[src/drv_pwr_pkg.sv]
package drv_pwr_pkg;
   // register offsets
   localparam logic [6:0] ADDR_HSDET = 7'h0D;
   localparam logic [6:0] ADDR_OUTCFG = 7'h0E;
   localparam logic [6:0] ADDR_RAMP = 7'h28;
   localparam logic [6:0] ADDR_PUDLY = 7'h2A;
   localparam logic [6:0] ADDR_SHORT = 7'h5F;
   // values after reset
   localparam logic [7:0] RST_HSDET = 8'h00;
   localparam logic [7:0] RST_OUTCFG = 8'h00;
   localparam logic [7:0] RST_RAMP = 8'h01;
   localparam logic [7:0] RST_PUDLY = 8'h00;
   // field positions
   localparam int OUTCFG_MODE_LSB = 0;
   localparam int OUTCFG_DIRECT_BIT = 3;
   localparam int OUTCFG_PWR_LSB = 4;
   localparam int RAMP_EN_BIT = 0;
   localparam int RAMP_AUTO_OFF_BIT = 1;
   localparam int PUDLY_IDLE_LSB = 2;
   localparam int PUDLY_CODE_LSB = 4;
   localparam int HSDET_AC_BIT = 4;
   localparam int HSDET_TYPE_LSB = 5;
   localparam int HSDET_EN_BIT = 7;
   // sizes
   localparam int DRV_N = 4;
   localparam int DLY_W = 29;
   localparam int ATTEN_W = 6;
   localparam logic [DLY_W-1:0] CNT_ONE = 29'h0000001;
   localparam logic [ATTEN_W-1:0] ATTEN_START = 6'h3F;
   localparam logic [3:0] LEVEL_MAX_DB = 4'h9;
   // timing
   localparam int unsigned CLK_MHZ = 100;
   localparam int unsigned PWRUP_MAX_S = 4;
   localparam int unsigned PWRUP_MAX_CYC = PWRUP_MAX_S * CLK_MHZ * 1000000;
   localparam int unsigned RAMP_STEP_US = 10;
   localparam int unsigned RAMP_STEP_CYC = RAMP_STEP_US * CLK_MHZ;
   // field encodings
   typedef enum logic [2:0] {
      CFG_DIFF, CFG_SE4, CFG_PSEUDO, CFG_BTL, CFG_HP_BTL
   } cfg_mode_t;
   typedef enum logic [1:0] {IDLE_HIZ, IDLE_VCM, IDLE_HALF} idle_t;
   typedef enum logic [1:0] {HS_NONE, HS_STEREO, HS_MONO, HS_MIC} hs_type_t;
endpackage : drv_pwr_pkg

[src/drv_if.sv]
`timescale 1ns/1ps
`default_nettype none
interface drv_if;
   import drv_pwr_pkg::*;
   logic pwr_req;
   logic auto_off;
   logic ramp_en;
   logic shorted;
   logic [DLY_W-1:0] delay_cyc;
   logic powered;
   logic short_flag;
   logic limiting;
   logic [ATTEN_W-1:0] atten;
   modport ctl (output pwr_req, auto_off, ramp_en, shorted, delay_cyc,
      input powered, short_flag, limiting, atten);
   modport seq (input pwr_req, auto_off, ramp_en, shorted, delay_cyc,
      output powered, short_flag, limiting, atten);
endinterface : drv_if
`default_nettype wire

[src/driver_seq.sv]
`timescale 1ns/1ps
`default_nettype none
module driver_seq
   import drv_pwr_pkg::*;
#(
   parameter logic [DLY_W-1:0] RAMP_STEP = DLY_W'(RAMP_STEP_CYC)
) (
   input wire logic clk,
   input wire logic rst_b,
   drv_if.seq d
);
   typedef enum logic [2:0] {S_OFF, S_WAIT, S_RAMP, S_ON, S_SHUT} state_t;
   state_t state_q, state_d;
   logic [DLY_W-1:0] cnt_q, cnt_d;
   logic [ATTEN_W-1:0] atten_q, atten_d;
   logic trip;

   assign trip = d.shorted & d.auto_off;
   assign d.powered = (state_q == S_RAMP) || (state_q == S_ON);
   assign d.limiting = d.powered & d.shorted;
   assign d.short_flag = (state_q == S_SHUT) | d.limiting;
   assign d.atten = atten_q;

   // sequencing; dropping the request always wins
   always_comb begin
      state_d = state_q;
      cnt_d = cnt_q;
      atten_d = atten_q;
      case (state_q)
         S_OFF: begin
            if (d.pwr_req) begin
               state_d = S_WAIT;
               cnt_d = d.delay_cyc;
            end
         end
         S_WAIT: begin
            if (!d.pwr_req) begin
               state_d = S_OFF;
            end else if (cnt_q == '0) begin
               if (d.ramp_en) begin
                  state_d = S_RAMP;
                  atten_d = ATTEN_START;
                  cnt_d = RAMP_STEP - CNT_ONE;
               end else begin
                  state_d = S_ON;
                  atten_d = '0;
               end
            end else begin
               cnt_d = cnt_q - CNT_ONE;
            end
         end
         S_RAMP: begin
            if (!d.pwr_req) begin
               state_d = S_OFF;
            end else if (trip) begin
               state_d = S_SHUT;
            end else if (cnt_q == '0) begin
               atten_d = atten_q - 6'h01;
               cnt_d = RAMP_STEP - CNT_ONE;
               if (atten_q == 6'h01) begin
                  state_d = S_ON;
               end
            end else begin
               cnt_d = cnt_q - CNT_ONE;
            end
         end
         S_ON: begin
            if (!d.pwr_req) begin
               state_d = S_OFF;
            end else if (trip) begin
               state_d = S_SHUT;
            end
         end
         S_SHUT: begin
            if (!d.pwr_req) begin
               state_d = S_OFF;
            end
         end
         default: state_d = S_OFF;
      endcase
   end

   // state registers
   always_ff @(posedge clk or negedge rst_b) begin
      if (!rst_b) begin
         state_q <= S_OFF;
         cnt_q <= '0;
         atten_q <= ATTEN_START;
      end else begin
         state_q <= state_d;
         cnt_q <= cnt_d;
         atten_q <= atten_d;
      end
   end

   property p_trip_off;
      @(posedge clk) disable iff (!rst_b)
      (state_q == S_ON && d.pwr_req && trip) |=> !d.powered && d.short_flag;
   endproperty
   a_trip_off: assert property (p_trip_off) else $error("no auto off");

   property p_shut_hold;
      @(posedge clk) disable iff (!rst_b)
      (state_q == S_SHUT && d.pwr_req) |=> state_q == S_SHUT && d.short_flag;
   endproperty
   a_shut_hold: assert property (p_shut_hold) else $error("shut left");

   property p_clear;
      @(posedge clk) disable iff (!rst_b)
      (state_q == S_SHUT && !d.pwr_req) |=> !d.short_flag ##1 !d.powered;
   endproperty
   a_clear: assert property (p_clear) else $error("flag not cleared");

   property p_limit;
      @(posedge clk) disable iff (!rst_b)
      (state_q == S_ON && d.shorted && !d.auto_off && d.pwr_req)
         |-> d.limiting ##1 d.powered;
   endproperty
   a_limit: assert property (p_limit) else $error("limit lost power");

   property p_ramp_start;
      @(posedge clk) disable iff (!rst_b)
      (state_q == S_WAIT && d.pwr_req && cnt_q == '0 && d.ramp_en)
         |=> atten_q == ATTEN_START && d.powered;
   endproperty
   a_ramp_start: assert property (p_ramp_start) else $error("bad start");

   property p_ramp_step;
      @(posedge clk) disable iff (!rst_b)
      (state_q == S_RAMP && cnt_q == '0 && d.pwr_req && !trip)
         |=> atten_q == $past(atten_q) - 6'h01;
   endproperty
   a_ramp_step: assert property (p_ramp_step) else $error("bad step");

   property p_instant;
      @(posedge clk) disable iff (!rst_b)
      (state_q == S_OFF && d.pwr_req && d.delay_cyc == '0 && !d.ramp_en)
         ##1 d.pwr_req |=> d.powered;
   endproperty
   a_instant: assert property (p_instant) else $error("delay not zero");
endmodule : driver_seq
`default_nettype wire

[src/output_driver_power_control.sv]
`timescale 1ns/1ps
`default_nettype none
module output_driver_power_control
   import drv_pwr_pkg::*;
#(
   parameter logic [DLY_W-1:0] PWRUP_MAX = DLY_W'(PWRUP_MAX_CYC),
   parameter logic [DLY_W-1:0] RAMP_STEP = DLY_W'(RAMP_STEP_CYC)
) (
   input wire logic CLK_SYS,
   input wire logic RST_B,
   input wire logic [6:0] REG_ADDR,
   input wire logic [7:0] REG_WDATA,
   input wire logic REG_WR,
   input wire logic REG_RD,
   output logic [7:0] REG_RDATA,
   input wire logic [4*DRV_N-1:0] LEVEL_DB,
   input wire logic [DRV_N-1:0] SHORT_DET,
   input wire logic JACK_IN,
   input wire logic MIC_IN,
   input wire logic MONO_IN,
   output logic [DRV_N-1:0] DRV_POWER,
   output logic [DRV_N-1:0] DRV_HOLD_VCM,
   output logic [DRV_N-1:0] DRV_HOLD_HALF,
   output logic [DRV_N-1:0] DRV_VCM_FIXED,
   output logic [DRV_N-1:0] DRV_ILIMIT,
   output logic [4*DRV_N-1:0] DRV_GAIN,
   output logic [ATTEN_W*DRV_N-1:0] DRV_ATTEN,
   output logic [2:0] DRV_MODE,
   output logic DIRECT_L,
   output logic DIRECT_R
);
   // power-up delay: zero is immediate, each step doubles up to max
   function automatic logic [DLY_W-1:0] dly_cyc(
      input logic [3:0] code,
      input logic [DLY_W-1:0] max
   );
      dly_cyc = (code == 4'h0) ? '0 : (max >> (4'hF - code));
   endfunction : dly_cyc

   // level setting saturates instead of wrapping
   function automatic logic [3:0] clamp_db(input logic [3:0] v);
      clamp_db = (v > LEVEL_MAX_DB) ? LEVEL_MAX_DB : v;
   endfunction : clamp_db

   logic [7:0] hsdet_q;
   logic [7:0] outcfg_q;
   logic [7:0] ramp_q;
   logic [7:0] pudly_q;
   logic [7:0] rdata_d;
   logic [DRV_N+2:0] sync_a_q;
   logic [DRV_N+2:0] sync_b_q;
   logic [1:0] hs_type_q;
   logic [1:0] hs_type_d;
   logic [DRV_N-1:0] short_s;
   logic jack_s;
   logic mic_s;
   logic mono_s;
   logic wr_hsdet;
   logic wr_outcfg;
   logic wr_ramp;
   logic wr_pudly;
   cfg_mode_t mode;
   idle_t idle;
   logic [DRV_N-1:0] req_raw;
   logic [DRV_N-1:0] req_w;
   logic [DRV_N-1:0] spare_w;
   logic [DLY_W-1:0] delay_w;
   logic [DRV_N-1:0] powered_w;
   logic [DRV_N-1:0] flag_w;
   logic [DRV_N-1:0] limit_w;
   logic [ATTEN_W*DRV_N-1:0] atten_w;
   logic [4*DRV_N-1:0] gain_w;
   logic [DRV_N-1:0] hold_vcm_w;
   logic [DRV_N-1:0] hold_half_w;

   // pin synchronisers; only the second stage is read
   always_ff @(posedge CLK_SYS or negedge RST_B) begin
      if (!RST_B) begin
         sync_a_q <= '0;
         sync_b_q <= '0;
      end else begin
         sync_a_q <= {MONO_IN, MIC_IN, JACK_IN, SHORT_DET};
         sync_b_q <= sync_a_q;
      end
   end

   // synchronised pin views
   assign short_s = sync_b_q[DRV_N-1:0];
   assign jack_s = sync_b_q[DRV_N];
   assign mic_s = sync_b_q[DRV_N+1];
   assign mono_s = sync_b_q[DRV_N+2];

   // write decode
   assign wr_hsdet = REG_WR && (REG_ADDR == ADDR_HSDET);
   assign wr_outcfg = REG_WR && (REG_ADDR == ADDR_OUTCFG);
   assign wr_ramp = REG_WR && (REG_ADDR == ADDR_RAMP);
   assign wr_pudly = REG_WR && (REG_ADDR == ADDR_PUDLY);

   // writable registers; detected type bits are not stored here
   always_ff @(posedge CLK_SYS or negedge RST_B) begin
      if (!RST_B) begin
         hsdet_q <= RST_HSDET;
         outcfg_q <= RST_OUTCFG;
         ramp_q <= RST_RAMP;
         pudly_q <= RST_PUDLY;
      end else begin
         if (wr_hsdet) begin
            hsdet_q <= REG_WDATA;
         end
         if (wr_outcfg) begin
            outcfg_q <= REG_WDATA;
         end
         if (wr_ramp) begin
            ramp_q <= REG_WDATA;
         end
         if (wr_pudly) begin
            pudly_q <= REG_WDATA;
         end
      end
   end

   // field views
   assign mode = cfg_mode_t'(outcfg_q[OUTCFG_MODE_LSB +: 3]);
   assign idle = idle_t'(pudly_q[PUDLY_IDLE_LSB +: 2]);
   assign req_raw = outcfg_q[OUTCFG_PWR_LSB +: DRV_N];
   assign delay_w = dly_cyc(pudly_q[PUDLY_CODE_LSB +: 4], PWRUP_MAX);

   assign req_w[0] = req_raw[0];
   assign req_w[1] = (mode == CFG_DIFF || mode == CFG_BTL) ?
      req_raw[0] : req_raw[1];
   assign req_w[2] = req_raw[2];
   assign req_w[3] = (mode == CFG_SE4 || mode == CFG_PSEUDO) ?
      req_raw[3] : req_raw[2];

   assign spare_w = (mode == CFG_PSEUDO) ? 4'hC : 4'h0;

   // per-driver sequencers
   drv_if dif[DRV_N] ();
   genvar i;
   generate
      for (i = 0; i < DRV_N; i = i + 1) begin : g_drv
         assign dif[i].pwr_req = req_w[i];
         assign dif[i].auto_off = ramp_q[RAMP_AUTO_OFF_BIT];
         assign dif[i].ramp_en = ramp_q[RAMP_EN_BIT] & ~spare_w[i];
         assign dif[i].shorted = short_s[i];
         assign dif[i].delay_cyc = delay_w;
         assign powered_w[i] = dif[i].powered;
         assign flag_w[i] = dif[i].short_flag;
         assign limit_w[i] = dif[i].limiting;
         assign atten_w[ATTEN_W*i +: ATTEN_W] = dif[i].atten;
         assign gain_w[4*i +: 4] = clamp_db(LEVEL_DB[4*i +: 4]);
         driver_seq #(
            .RAMP_STEP(RAMP_STEP)
         ) u_seq (
            .clk(CLK_SYS),
            .rst_b(RST_B),
            .d(dif[i])
         );
      end
   endgenerate

   assign hold_vcm_w = (idle == IDLE_VCM) ? ~powered_w : '0;
   assign hold_half_w = (idle == IDLE_HALF) ? ~powered_w : '0;

   always_comb begin
      hs_type_d = HS_NONE;
      if (hsdet_q[HSDET_EN_BIT] && jack_s) begin
         if (mic_s) begin
            hs_type_d = HS_MIC;
         end else if (mono_s && !hsdet_q[HSDET_AC_BIT]) begin
            hs_type_d = HS_MONO;
         end else begin
            hs_type_d = HS_STEREO;
         end
      end
   end

   // read mux; unmapped offsets read zero
   always_comb begin
      case (REG_ADDR)
         ADDR_HSDET: begin
            rdata_d = {hsdet_q[HSDET_EN_BIT], hs_type_q,
               hsdet_q[HSDET_AC_BIT:0]};
         end
         ADDR_OUTCFG: rdata_d = outcfg_q;
         ADDR_RAMP: rdata_d = ramp_q;
         ADDR_PUDLY: rdata_d = pudly_q;
         ADDR_SHORT: rdata_d = {powered_w, flag_w};
         default: rdata_d = 8'h00;
      endcase
   end

   // read data and detected type
   always_ff @(posedge CLK_SYS or negedge RST_B) begin
      if (!RST_B) begin
         REG_RDATA <= 8'h00;
         hs_type_q <= HS_NONE;
      end else begin
         if (REG_RD) begin
            REG_RDATA <= rdata_d;
         end
         hs_type_q <= hs_type_d;
      end
   end

   // driver-side outputs, one flop each so pins never glitch
   always_ff @(posedge CLK_SYS or negedge RST_B) begin
      if (!RST_B) begin
         DRV_POWER <= '0;
         DRV_HOLD_VCM <= '0;
         DRV_HOLD_HALF <= '0;
         DRV_VCM_FIXED <= '0;
         DRV_ILIMIT <= '0;
         DRV_GAIN <= '0;
         DRV_ATTEN <= '1;
         DRV_MODE <= 3'h0;
      end else begin
         DRV_POWER <= powered_w;
         DRV_HOLD_VCM <= hold_vcm_w;
         DRV_HOLD_HALF <= hold_half_w;
         DRV_VCM_FIXED <= spare_w & powered_w;
         DRV_ILIMIT <= limit_w;
         DRV_GAIN <= gain_w;
         DRV_ATTEN <= atten_w;
         DRV_MODE <= mode;
      end
   end

   always_ff @(posedge CLK_SYS or negedge RST_B) begin
      if (!RST_B) begin
         DIRECT_L <= 1'b0;
         DIRECT_R <= 1'b0;
      end else begin
         DIRECT_L <= outcfg_q[OUTCFG_DIRECT_BIT];
         DIRECT_R <= outcfg_q[OUTCFG_DIRECT_BIT];
      end
   end

   property p_gain_cap;
      @(posedge CLK_SYS) disable iff (!RST_B)
      LEVEL_DB[3:0] > LEVEL_MAX_DB |=> DRV_GAIN[3:0] == LEVEL_MAX_DB;
   endproperty
   a_gain_cap: assert property (p_gain_cap) else $error("gain over 9");

   property p_idle_hiz;
      @(posedge CLK_SYS) disable iff (!RST_B)
      (idle == IDLE_HIZ) ##1 (idle == IDLE_HIZ)
         |-> DRV_HOLD_VCM == '0 && DRV_HOLD_HALF == '0;
   endproperty
   a_idle_hiz: assert property (p_idle_hiz) else $error("hold in hiz");

   property p_ac_mono;
      @(posedge CLK_SYS) disable iff (!RST_B)
      hsdet_q[HSDET_AC_BIT] |=> hs_type_q != HS_MONO;
   endproperty
   a_ac_mono: assert property (p_ac_mono) else $error("mono in ac");

   property p_dly_zero;
      @(posedge CLK_SYS) disable iff (!RST_B)
      pudly_q[PUDLY_CODE_LSB +: 4] == 4'h0 |-> delay_w == '0;
   endproperty
   a_dly_zero: assert property (p_dly_zero) else $error("no zero");

   property p_dly_max;
      @(posedge CLK_SYS) disable iff (!RST_B)
      pudly_q[PUDLY_CODE_LSB +: 4] == 4'hF |-> delay_w == PWRUP_MAX;
   endproperty
   a_dly_max: assert property (p_dly_max) else $error("max delay off");

   property p_direct;
      @(posedge CLK_SYS) disable iff (!RST_B)
      outcfg_q[OUTCFG_DIRECT_BIT] |=> DIRECT_L && DIRECT_R;
   endproperty
   a_direct: assert property (p_direct) else $error("direct path off");
endmodule : output_driver_power_control
`default_nettype wire

[config.mk]
export PLATFORM = sky130hd
export DESIGN_NAME = output_driver_power_control
export DESIGN_NICKNAME = d
export VERILOG_FILES = /design/src/drv_pwr_pkg.sv /design/src/drv_if.sv /design/src/driver_seq.sv /design/src/output_driver_power_control.sv
export SDC_FILE = /design/constraint.sdc
export NUM_CORES = 1
export LEC_CHECK = 0
export BUFFER_PORTS_ARGS = -buffer_cell sky130_fd_sc_hd__buf_2
export CAP_MARGIN = 20
export CORE_UTILIZATION = 40
export CTS_BUF_LIST = sky130_fd_sc_hd__clkbuf_8
export DETAILED_ROUTE_END_ITERATION = 8
export PLACE_DENSITY_LB_ADDON = 0.05
export SETUP_SLACK_MARGIN = 0.3
export SLEW_MARGIN = 25
export SYNTH_ARGS = -nofsm -noshare
export SYNTH_HDL_FRONTEND = slang
export SYNTH_HIERARCHICAL = 1
export SYNTH_SLANG_ARGS = --single-unit
[constraint.sdc]
create_clock -name CLK_SYS -period 3 [get_ports CLK_SYS]
set_input_delay 0.15 -clock CLK_SYS [delete_from_list [all_inputs] [get_ports CLK_SYS]]
set_output_delay 0.15 -clock CLK_SYS [all_outputs]
set_load 0.05 [all_outputs]
==> flow_metrics.env <==
export IMPL_p_sw_mw=7.75
export IMPL_synth_seq_cells=268
export IMPL_ys_async_sr_fraction_pct=100
export IMPL_finalClockSkew_ps=34.2
export IMPL_crit_path_end_kind="register"
export IMPL_gp_congestion=0.852
export IMPL_synth_area_leader_cell="dfrtp_1"
export IMPL_internal_power_mw=9.83
export IMPL_drive_above_1_share_pct=27.5
export IMPL_h_tree_depth=2
export IMPL_dp_cells=2196
export IMPL_antenna_found_initial=0
export IMPL_irDropWorstVdd_mv=0.478
export IMPL_fmax_mhz=368
export IMPL_core_um2=36700
export IMPL_synth_area_um2=14900
export IMPL_reg2regPathDepth=7
export IMPL_grt_pass1_vias=13400
export IMPL_first_pass_iters=5
export IMPL_min_period_over_period_pct=90.6
export IMPL_dp_slack_ps=94.8
export IMPL_dieArea_um2=38100
export IMPL_final_setup_tns_ps=0
export IMPL_fin_nets=1906
export IMPL_rows=70
export IMPL_gr_total_overflow=0
export IMPL_fin_crit_ps=2720
export IMPL_clk_pin_slew_ps=60
export IMPL_rsz0062_at_grt="yes"
export IMPL_fin_area_um2=18600
export IMPL_ys_seq_area_share_pct=45.3
export IMPL_startpoint="outcfg_q[2]"
export IMPL_required_ps=3490
export IMPL_tightestPinTransition_ps=853
export IMPL_critPathLaunchType="register"
export IMPL_synth_area_leaders="dfrtp_1 37%, dfstp_2 8.6%, o21ai_0 5.2%, nor2_1 3.5%, mux2_2 2.9%"
export IMPL_crit_type="register to register"
export IMPL_yosysUniqueCellTypes=79
export IMPL_clkPwrFrac_pct=20.0
export IMPL_synth_top_cell_area_share_pct=36.7
export IMPL_hpwlAfterDp_mm=32.1
export IMPL_cts_buffer_depth=3
export IMPL_cts_tree="done"
export IMPL_finalCoreUtilization_pct=50.7
export IMPL_grt_first_pass_wirelength_mm=75.0
export IMPL_start_util_pct=40.7
export IMPL_grt_start_max_net_pins=74
export IMPL_clock_sinks=268
export IMPL_fin_ws_ps=282
export IMPL_drt_iter0_markers=1135
export IMPL_finalSetupViolCount=0
export IMPL_p_leak_nw=8.12
export IMPL_viasPerCell=5.87
export IMPL_die_h_um=195
export IMPL_seqPwrFrac_pct=30.9
export IMPL_vias=13800
export IMPL_drt_antenna_violating_nets=0
export IMPL_hp_class="input port to async pin"
export IMPL_area_delta_synth_final_pct=24.7
export IMPL_synth_edf_count=0
export IMPL_finalPower_mw=17.6
export IMPL_grt_use_total_pct=24.9
export IMPL_yosys_warnings=6
export IMPL_pwr_share_comb_pct=49.1
export IMPL_drv_cap=0
export IMPL_timing_slew_headroom_pct=42.9
export IMPL_crit_arrival_ps=3210
export IMPL_switching_share_pct=44.1
export IMPL_syn_mean_instance_area_um2=9.28
export IMPL_reg2reg_from="outcfg_q[2]"
export IMPL_clkLatencyLatePin_ps=610
export IMPL_status="completed"
export IMPL_synth_flop_cell="dfrtp_1"
export IMPL_dpl_cell_area_um2=16600
export IMPL_diodes=0
export IMPL_pwr_density_cell_nw_per_um2=944
export IMPL_drc_errors=0
export IMPL_hold_ws_ps=128
export IMPL_root_buffer="clkbuf_8"
export IMPL_pin_count=115
export IMPL_fin_cells=2360
export IMPL_report_final_hold_viol_count=0
export IMPL_die_x_um=195
export IMPL_numCtsBuffers=48
export IMPL_wl_per_cell_um=20.4
export IMPL_worstPathMaxFanout=8
export IMPL_routed_wirelength_mm=48.2
export IMPL_io_buffers=112
export IMPL_fillers=3515
export IMPL_slew_violations=0
export IMPL_syn_instance_count=1609
-- synthesized netlist by cell type (5+ instances only) --
cell type / instances
o21ai_0: 156
o22a_1: 7
dfstp_2: 49
nor2b_1: 21
buf_1: 5
or3_1: 26
and2_1: 13
a21oi_1: 72
dfrtp_1: 219
a31o_2: 7
a22o_1: 32
a21o_1: 6
xnor2_1: 5
inv_1: 51
nor2_1: 140
o2bb2ai_1: 21
ha_1: 12
o31a_1: 16
nor3b_1: 5
nand2b_1: 36
o211ai_1: 12
o22ai_1: 16
a31oi_1: 48
or4_1: 31
nor4_1: 36
xor2_1: 5
nand2_1: 109
a22oi_1: 46
nand4_1: 11
a32oi_1: 12
nand3_1: 30
o31ai_1: 17
clkbuf_1: 75
buf_4: 5
o41ai_1: 14
buf_2: 22
mux2_2: 39
a21boi_0: 5
nor3_1: 61
or4_4: 6
buf_6: 7
mux2i_1: 5
or2_2: 16
a2bb2oi_1: 10
-- registers in the layout, summed over array words and instances (netlist names), 3 cells and up --
| name | cells |
|---|---|
| g_drv.u_seq/cnt_q | 116 |
| DRV_ATTEN | 24 |
| g_drv.u_seq/d.atten | 24 |
| DRV_GAIN | 16 |
| g_drv.u_seq/state_q | 12 |
| REG_RDATA | 8 |
| outcfg_q | 8 |
| pudly_q | 8 |
| ramp_q | 8 |
| sync_a_q | 7 |
| sync_b_q | 7 |
| hsdet_q | 6 |
| DRV_HOLD_HALF | 4 |
| DRV_HOLD_VCM | 4 |
| DRV_ILIMIT | 4 |
| DRV_POWER | 4 |
| DRV_MODE | 3 |
-- repair_timing --
item / CTS / global route
pin swaps: 6 / 27
endpoints found under the setup margin: 72 / 89
hold buffers: 36 / 0
gates resized for setup: 15 / 66
setup buffers: 13 / 18
gates cloned: 2 / 5
hold endpoints to repair: 130 / 0
-- power groups by stage --
stage               Sequential [mW]  Combinational [mW]  Clock (mW)
floorplan                      5.69                5.09           0
global placement               5.43                7.67           0
detailed placement             5.43                7.70           0
CTS                            5.39                7.99        3.65
global route                   5.55                9.42        3.79
finish                         5.42                8.63        3.52
-- routing by layer --
layer,routed length [µm],vias up,GRT usage [%]
li1,-,6504,-
met1,22100,6837,34.7
met2,21700,413,38.4
met3,2870,88,4.68
met4,1500,0,9.22
met5,0,-,0
-- cell type report --
type | instances | area, µm² | share of cell area, %
multi-input cells | 1176 | 7700 | 41.4
flip-flops and latches | 268 | 6770 | 36.4
inverters | 52 | 195 | 1.05
well taps | 468 | 586 | 3.15
clock buffers | 61 | 840 | 4.51
clock inverters | 29 | 154 | 0.827
repair buffers | 306 | 2370 | 12.7
-- critical path, cell delays in order, from the launching register on --
cell and delay (ps):
dfrtp_1 390, nor3b_2 260, nor2b_2 120, or4b_4 480, or4_4 550, o31a_4 430, buf_4 170, a22o_1 190
-- final timing paths --
path                                             to  slack, ps
max in group asynchronous             DRV_ATTEN[11]       1930
min                                     sync_b_q[4]        130
max                        g_drv[2].u_seq/cnt_q[25]        280
min reg2reg                             sync_b_q[6]        340
max reg2reg                g_drv[2].u_seq/cnt_q[25]        280
min in group CLK_SYS                   REG_RDATA[3]        130
-- logic make-up (layout without fill, tap and decap cells) --
kind of cell | count (synthesis) | count (layout) | share of synthesized area (%)
AND/OR/NAND/NOR | 573 | 573 | 20.7
AO/OA/AOI/OAI | 534 | 534 | 24.2
flip-flops | 268 | 268 | 45.3
buffers and inverters | 166 | 448 | 4.84
multiplexers | 45 | 45 | 3.35
adder cells (fa/ha/maj) | 12 | 12 | 1.01
XOR/XNOR | 10 | 10 | 0.587
other | 1 | 2 | 0.0251
-- layout by cell type, fill, tap and decap left out, types with 9 or more instances in the layout --
cell type	netlist	routed
dfrtp_1	219	218
o21ai_0	156	142
nor2_1	140	140
buf_4	5	126
buf_2	22	114
nand2_1	109	107
inv_1	51	72
a21oi_1	72	71
clkbuf_8	0	61
nor3_1	61	60
dfstp_2	49	49
a31oi_1	48	47
a22oi_1	46	46
mux2_2	39	39
nand2b_1	36	36
dlygate4sd3_1	0	36
nor4_1	36	34
a22o_1	32	32
nand3_1	30	30
or3_1	26	26
or4_1	31	23
nor2b_1	21	20
o2bb2ai_1	21	19
or2_2	16	16
o22ai_1	16	16
o31a_1	16	15
or4_4	6	14
o41ai_1	14	14
o31ai_1	17	14
buf_6	7	14
o21ai_1	2	13
and2_1	13	13
o211ai_1	12	12
buf_12	0	12
nand4_1	11	11
a2bb2oi_1	10	10
ha_1	12	10
a32oi_1	12	9
Power figures use the tool's default switching activity.
